`config.mk`:
```
export PLATFORM = sky130hd
export DESIGN_NAME = port_pin_altfunc_control
export DESIGN_NICKNAME = d
export VERILOG_FILES = /design/src/verilog/port_pin_pkg.sv /design/src/verilog/edge_detector.sv /design/src/verilog/port_pin_altfunc_control.sv
export SDC_FILE = /design/constraint.sdc
export NUM_CORES = 1
export LEC_CHECK = 0
export ABC_AREA = 1
export BUFFER_PORTS_ARGS = -buffer_cell sky130_fd_sc_hd__buf_2
export CAP_MARGIN = 20
export CORE_MARGIN = 5
export CORE_UTILIZATION = 38
export DETAILED_ROUTE_END_ITERATION = 10
export SYNTH_ARGS = -nofsm -noshare
export SYNTH_HDL_FRONTEND = slang
export SYNTH_HIERARCHICAL = 1
export SYNTH_SLANG_ARGS = --single-unit
```
`constraint.sdc`:
```
create_clock -name core_clk -period 1.25 [get_ports core_clk]
set_input_delay 0.25 -clock core_clk [delete_from_list [all_inputs] [get_ports core_clk]]
set_output_delay 0.25 -clock core_clk [all_outputs]
set_load 0.01 [all_outputs]
```
`src/verilog/port_pin_pkg.sv`:
```
package port_pin_pkg;
    localparam int unsigned PORT_W = 8;
    localparam logic [7:0] LATCH_RST = 8'h00;
    localparam logic [7:0] DIR_RST = 8'hff;
    localparam logic [7:0] FSEL_RST = 8'h00;
    localparam logic [7:0] OD_RST = 8'h00;
    localparam logic DEBUG_EN_RST = 1'b1;
    localparam int unsigned INT_PIN_BIT = 2;
    localparam int unsigned DBG_PIN_BIT = 5;
    // Bit access opcodes
    typedef enum logic [1:0] {BIT_SET, BIT_CLR, BIT_NOT, BIT_TST} bit_op_t;
    // Per-bit configuration carried as one group
    typedef struct packed {
        logic [7:0] direction;
        logic [7:0] func_sel;
        logic [7:0] open_drain;
    } port_cfg_t;
    // Edge selection for interrupt detector
    typedef enum logic [1:0] {EDGE_NONE, EDGE_RISE, EDGE_FALL, EDGE_BOTH} edge_sel_t;
endpackage
```
`src/verilog/edge_detector.sv`:
```
`timescale 1ns/1ps
module edge_detector (
    // Clock and reset
    input  wire logic                  core_clk,
    input  wire logic                  reset_n,
    // Gated input and edge choice
    input  wire logic                  level_in,
    input  wire port_pin_pkg::edge_sel_t edge_sel,
    // Event pulse
    output logic                       edge_pulse
);
    logic prev_ff;
    logic nxt_prev;
    logic pulse_ff;
    logic nxt_pulse;

    always_comb begin
        nxt_prev = level_in;
        unique case (edge_sel)
            port_pin_pkg::EDGE_NONE: nxt_pulse = 1'b0;
            port_pin_pkg::EDGE_RISE: nxt_pulse = level_in & ~prev_ff;
            port_pin_pkg::EDGE_FALL: nxt_pulse = ~level_in & prev_ff;
            port_pin_pkg::EDGE_BOTH: nxt_pulse = level_in ^ prev_ff;
        endcase
    end

    // Register history and pulse
    always_ff @(posedge core_clk) begin
        if (!reset_n) begin
            prev_ff  <= 1'b0;
            pulse_ff <= 1'b0;
        end else begin
            prev_ff  <= nxt_prev;
            pulse_ff <= nxt_pulse;
        end
    end

    assign edge_pulse = pulse_ff;
endmodule

```
`src/verilog/port_pin_altfunc_control.sv`:
```
`timescale 1ns/1ps
module port_pin_altfunc_control (
    // Clock and resets
    input  wire logic                    core_clk,
    input  wire logic                    reset_n,
    input  wire logic                    pin_reset,
    // Port configuration
    input  wire port_pin_pkg::port_cfg_t cfg_in,
    input  wire logic                    cfg_we,
    // Port data register access
    input  wire logic                    data_wr,
    input  wire logic [7:0]              data_wdata,
    input  wire logic                    data_rd,
    input  wire logic                    bit_op_req,
    input  wire port_pin_pkg::bit_op_t   bit_op,
    input  wire logic [2:0]              bit_idx,
    output logic [7:0]                   data_rdata,
    output logic                         data_rvalid,
    // Interrupt edge choice and event
    input  wire port_pin_pkg::edge_sel_t nmi_edge_sel,
    output logic                         nmi_req,
    // Debug mode control
    input  wire logic                    debug_en_clr,
    output logic                         debug_enable_bit,
    output logic                         debug_mode,
    output logic                         debug_pull_down,
    // Pins
    input  wire logic [7:0]              pin_in,
    output logic [7:0]                   pin_out,
    output logic [7:0]                   pin_oe,
    // Alternate function inputs
    output logic [7:0]                   alt_in
);
    ////////////////////////////////////////////////////////////////////////////
    // Pin synchroniser
    logic [7:0]              sync1_ff;
    logic [7:0]              sync2_ff;
    // Port data and configuration
    logic [7:0]              latch_ff;
    logic [7:0]              nxt_latch;
    port_pin_pkg::port_cfg_t cfg_ff;
    port_pin_pkg::port_cfg_t nxt_cfg;
    logic [7:0]              rdata_ff;
    logic [7:0]              nxt_rdata;
    logic                    rvalid_ff;
    logic                    nxt_rvalid;
    // Debug control
    logic                    dbg_en_ff;
    logic                    nxt_dbg_en;
    logic                    dbg_mode_ff;
    logic                    nxt_dbg_mode;
    logic                    pd_ff;
    logic                    nxt_pd;
    // Pad drive and peripheral inputs
    logic [7:0]              alt_ff;
    logic [7:0]              nxt_alt;
    logic [7:0]              out_ff;
    logic [7:0]              nxt_out;
    logic [7:0]              oe_ff;
    logic [7:0]              nxt_oe;
    // Read view and modified byte
    logic [7:0]              rd_view;
    logic [7:0]              modified;

    // Readback per bit by direction
    function automatic logic [7:0] port_view(input logic [7:0] dir, input logic [7:0] lat,
                                             input logic [7:0] pins);
        port_view = (dir & pins) | (~dir & lat);
    endfunction

    // Only the second stage feeds logic; the first may be metastable
    // Two-stage synchroniser on pins
    always_ff @(posedge core_clk) begin
        if (!reset_n) begin
            sync1_ff <= 8'h00;
            sync2_ff <= 8'h00;
        end else begin
            sync1_ff <= pin_in;
            sync2_ff <= sync1_ff;
        end
    end

    ////////////////////////////////////////////////////////////////////////////
    // read view
    assign rd_view = port_view(cfg_ff.direction, latch_ff, sync2_ff);

    always_comb begin
        modified = rd_view;
        unique case (bit_op)
            port_pin_pkg::BIT_SET: modified[bit_idx] = 1'b1;
            port_pin_pkg::BIT_CLR: modified[bit_idx] = 1'b0;
            port_pin_pkg::BIT_NOT: modified[bit_idx] = ~rd_view[bit_idx];
            port_pin_pkg::BIT_TST: modified = rd_view;
        endcase
    end

    // Latch, config and read data next values
    always_comb begin
        nxt_latch  = latch_ff;
        nxt_cfg    = cfg_ff;
        nxt_rdata  = rdata_ff;
        nxt_rvalid = 1'b0;
        if (cfg_we) begin
            nxt_cfg = cfg_in;
        end
        // A set, clear or invert bit operation takes the cycle when it meets a plain write; a test does not
        // latch on writes and on set, clear or invert bit ops
        if (bit_op_req && bit_op != port_pin_pkg::BIT_TST) begin
            nxt_latch = modified;
        end else if (data_wr) begin
            nxt_latch = data_wdata;
        end
        if (data_rd || bit_op_req) begin
            nxt_rdata  = rd_view;
            nxt_rvalid = 1'b1;
        end
    end

    // Register port state
    always_ff @(posedge core_clk) begin
        if (!reset_n) begin
            latch_ff  <= port_pin_pkg::LATCH_RST;
            cfg_ff    <= '{port_pin_pkg::DIR_RST, port_pin_pkg::FSEL_RST, port_pin_pkg::OD_RST};
            rdata_ff  <= 8'h00;
            rvalid_ff <= 1'b0;
        end else begin
            latch_ff  <= nxt_latch;
            cfg_ff    <= nxt_cfg;
            rdata_ff  <= nxt_rdata;
            rvalid_ff <= nxt_rvalid;
        end
    end

    ////////////////////////////////////////////////////////////////////////////
    // Pin drive and gated peripheral inputs
    always_comb begin
        nxt_alt = sync2_ff & cfg_ff.func_sel;
        nxt_out = 8'h00;
        nxt_oe  = 8'h00;
        for (int i = 0; i < port_pin_pkg::PORT_W; i++) begin
            if (!cfg_ff.func_sel[i] && !cfg_ff.direction[i]) begin
                // A zero pulls the pad low, a one releases it
                // open drain on outputs
                if (cfg_ff.open_drain[i]) begin
                    nxt_out[i] = 1'b0;
                    nxt_oe[i]  = ~latch_ff[i];
                end else begin
                    nxt_out[i] = latch_ff[i];
                    nxt_oe[i]  = 1'b1;
                end
            end
        end
        // Debug reset pin never driven while in debug use
        if (dbg_en_ff) begin
            nxt_oe[port_pin_pkg::DBG_PIN_BIT] = 1'b0;
        end
    end

    // Register pad drive
    always_ff @(posedge core_clk) begin
        if (!reset_n) begin
            alt_ff <= 8'h00;
            out_ff <= 8'h00;
            oe_ff  <= 8'h00;
        end else begin
            alt_ff <= nxt_alt;
            out_ff <= nxt_out;
            oe_ff  <= nxt_oe;
        end
    end

    ////////////////////////////////////////////////////////////////////////////
    // Debug control next values
    always_comb begin
        nxt_dbg_en   = dbg_en_ff;
        nxt_dbg_mode = dbg_mode_ff;
        nxt_pd       = pd_ff;
        // Clearing the enable wins over a pin-high debug entry
        if (debug_en_clr) begin
            nxt_dbg_en   = 1'b0;
            nxt_dbg_mode = 1'b0;
            nxt_pd       = 1'b0;
        end else if (dbg_en_ff && sync2_ff[port_pin_pkg::DBG_PIN_BIT]) begin
            // A high pin before the clear enters debug mode unguarded
            // high enters debug; no guard
            nxt_dbg_mode = 1'b1;
        end
    end

    always_ff @(posedge core_clk) begin
        if (!reset_n && pin_reset) begin
            dbg_en_ff   <= port_pin_pkg::DEBUG_EN_RST;
            dbg_mode_ff <= 1'b0;
            pd_ff       <= 1'b1;
        end else if (reset_n) begin
            dbg_en_ff   <= nxt_dbg_en;
            dbg_mode_ff <= nxt_dbg_mode;
            pd_ff       <= nxt_pd;
        end
    end

    // Gated input is registered and starts low, so no edge follows reset
    // interrupt edge on gated input
    edge_detector u_nmi_edge (
        .core_clk   (core_clk),
        .reset_n    (reset_n),
        .level_in   (alt_ff[port_pin_pkg::INT_PIN_BIT]),
        .edge_sel   (nmi_edge_sel),
        .edge_pulse (nmi_req)
    );

    // Outputs straight from their registers
    assign data_rdata       = rdata_ff;
    assign data_rvalid      = rvalid_ff;
    assign debug_enable_bit = dbg_en_ff;
    assign debug_mode       = dbg_mode_ff;
    assign debug_pull_down  = pd_ff;
    assign pin_out          = out_ff;
    assign pin_oe           = oe_ff;
    assign alt_in           = alt_ff;
endmodule

```
==> flow_metrics.tcl <==
set metrics [dict create \
    fin_ws_ns 0.0578 \
    wl_per_cell_um 13.0 \
    first_global_vias 3206 \
    status "completed" \
    dieHeight_um 105 \
    ant_nets 0 \
    cts_tree "yes" \
    seq_area_um2 1720 \
    diodes 0 \
    crit_end "latch_ff[0]" \
    ios 92 \
    layoutNonFillerInstCount 693 \
    slew_violations 0 \
    worst_pin_slew_ns 0.393 \
    final.setup.tns_ns 0 \
    final_common_cell "nand2_1" \
    multi_input_area_um2 1420 \
    placed_area_um2 4160 \
    dp.cells 676 \
    overflow 0 \
    cap_violations 0 \
    layout.nets 637 \
    drc 0 \
    fin_crit_ns 1.19 \
    clock_latency_ns 0.36 \
    numCtsBuffers 9 \
    path_cells "inv_2, nand2_1, o21ai_1, buf_4, nand2_2, nand2_1, nand4_1, nand2_1, nand3_1, nand2_1, inv_1" \
    hold_ws_ns 0.0650 \
    cp.required_ns 1.51 \
    post-place-ws_ns -0.0736 \
    avgSynthCellArea_um2 7.30 \
    grt_first_pass_wirelength_um 14700 \
    yosysUniqueCellTypes 26 \
    antenna_found_initial 0 \
    powerDensity_nw_per_um2 1340 \
    fmax_mhz 839 \
    via_count 3261 \
    endpoint_kind "flip-flop" \
    clk_pin_slew_ns 0.09 \
    final_cell_mix "nand2_1, buf_2, dfxtp_1" \
    utilization_pct 50.8 \
    syn_inst 472 \
    finalInstanceArea_um2 4450 \
    min_period_over_period_pct 95.4 \
    finalHoldViolCount 0 \
    portBuffers 91 \
    synth-seq-cells 85 \
    critPathMaxStageDelay_ns 0.32 \
    start_util_pct 39.3 \
    cp_top_family "simple AND/OR/NAND/NOR gates" \
    crit_buf_inv 3 \
    synth_area_um2 3440 \
    timing.slew.headroom_pct 73.8 \
    finalPower_mw 5.95 \
    core_area_um2 8760 \
    grt_usage_pct 16.2 \
    start_kind "flip-flop" \
    die_w_um 105 \
    p_leak_nw 2.31 \
    yosysWarnings 6 \
    crit_top_cell "nand2_1" \
    setup_violations 0 \
    hpwl_um 6660 \
    seq_area_frac_synth_pct 49.4 \
    gp_congestion 0.880 \
    critPathKind "reg -> reg" \
    wirelength_um 9030 \
    die-area_um2 11100 \
    rr_endpoint "latch_ff[0]" \
    r2r-start "sync2_ff[0]" \
    fillCellCount 900 \
    max-vdd-ir-drop_uv 850 \
    cts.path.max_buffers 2 \
    cp_max_fo 3 \
    cp_slowest_cell "dfxtp_2" \
    cp.arrival_ns 1.45 \
    h-tree-depth 3 \
    grt_start_max_net_pins 32 \
    crit_start "sync2_ff[0]" \
    r2r_slack_ns 0.06 \
    skew_ns 0.00717 \
    critical_path_depth 11 \
    drive_gt1_share_pct 29.6 \
    rows 34 \
    initialDrtViolationCount 124 \
    rsz0062_at_grt "true" \
    cts_sinks 85 \
    cts_root_buf "clkbuf_8" \
    syn-num-nets 529 \
    via_per_inst 4.71 \
    rr_worst_depth 11 \
    hp-class "in -> reg" \
    areaGrowthSynthToFinish_pct 29.3 \
    firstDrtPassIters 4 \
]
[state kept, by name (all words and copies together), names as in the netlist]
register               cells
cfg_ff                    24
alt_in                     8
data_rdata                 8
latch_ff                   8
pin_oe                     8
pin_out                    8
sync1_ff                   8
sync2_ff                   8
data_rvalid                1
debug_mode                 1
debug_pull_down            1
u_nmi_edge/edge_pulse      1
u_nmi_edge/prev_ff         1
[power by group]
group	internal [mW]	leakage, nW	switching [mW]
registers	2.86	0.702	0.0834
logic	0.329	1.49	0.466
clock network	1.19	0.113	1.02
total	4.38	2.31	1.57
[cells by family after synthesis]
logic type	count (synthesis)	synth area share [%]
AND/OR/NAND/NOR	223	28.3
buffers and inverters	88	10.4
flip-flops	85	49.4
AO/OA/AOI/OAI	74	11.3
adder cells (fa/ha/maj)	2	0.726
[final cells by class]
| class | count | area share, % |
|---|---|---|
| tap | 108 | 3.03 |
| timing repair buffer | 112 | 14.9 |
| inverter | 73 | 6.43 |
| sequential | 85 | 38.6 |
| multi-input combinational | 299 | 31.8 |
| clock inverter | 6 | 2.11 |
| clock buffer | 10 | 3.09 |
[cell usage after synthesis]
cell      instances  area, µm²
nand2_2           1       6.26
o21ai_1           6       30.0
nand2_1         127        477
a211oi_1          1       7.51
clkinv_1          1       3.75
dfxtp_1          85       1700
buf_2             1       5.00
nor2_8            2       40.0
nor3_1           12       60.1
a21oi_2           4       35.0
nand4_1           7       43.8
ha_1              2       25.0
o21ai_0          33        165
a21oi_1          30        150
inv_2             1       3.75
nor3b_1           3       22.5
nor2_4            2       22.5
buf_4             1       7.51
nand3_1          34        170
clkinv_4          1       8.76
buf_1             2       7.51
buf_8             1       15.0
clkbuf_1         10       37.5
inv_4             2       12.5
inv_1            68        255
nor2_1           35        131
[per-layer routing]
metal | track usage, % | up-vias | wire (µm)
met3 | 4.77 | 10 | 591
met4 | 6.94 | 0 | 128
met1 | 19.3 | 1466 | 3950
li1 | - | 1699 | -
met5 | 0 | - | 0
met2 | 27.1 | 86 | 4360
[worst reg2reg max path: cells and delay by family (launching register included)]
family	cells	cell delay, ns
compound gates	1	0.06
buf+inv	3	0.24
flops	1	0.32
simple gates	7	0.48
[worst min path at each step]
stage / endpoint / start / cells after the start
2_1_floorplan: sync1_ff[0] / pin_in[0] / 2
3_3_place_gp: sync2_ff[1] / sync1_ff[1] / 2
3_5_place_dp: sync2_ff[1] / sync1_ff[1] / 2
4_1_cts: sync1_ff[7] / pin_in[7] / 3
5_1_grt: sync1_ff[1] / pin_in[1] / 3
6_report: sync1_ff[7] / pin_in[7] / 3
[timing repair]
item / CTS / global route
setup buffers: 0 / 2
pin swaps: 0 / 7
hold endpoints to repair: 0 / 0
setup endpoints to repair: 2 / 8
hold buffers: 0 / 0
resized for setup: 2 / 34
cloned: 0 / 0
No activity file was read; power rests on OpenSTA's default activity.
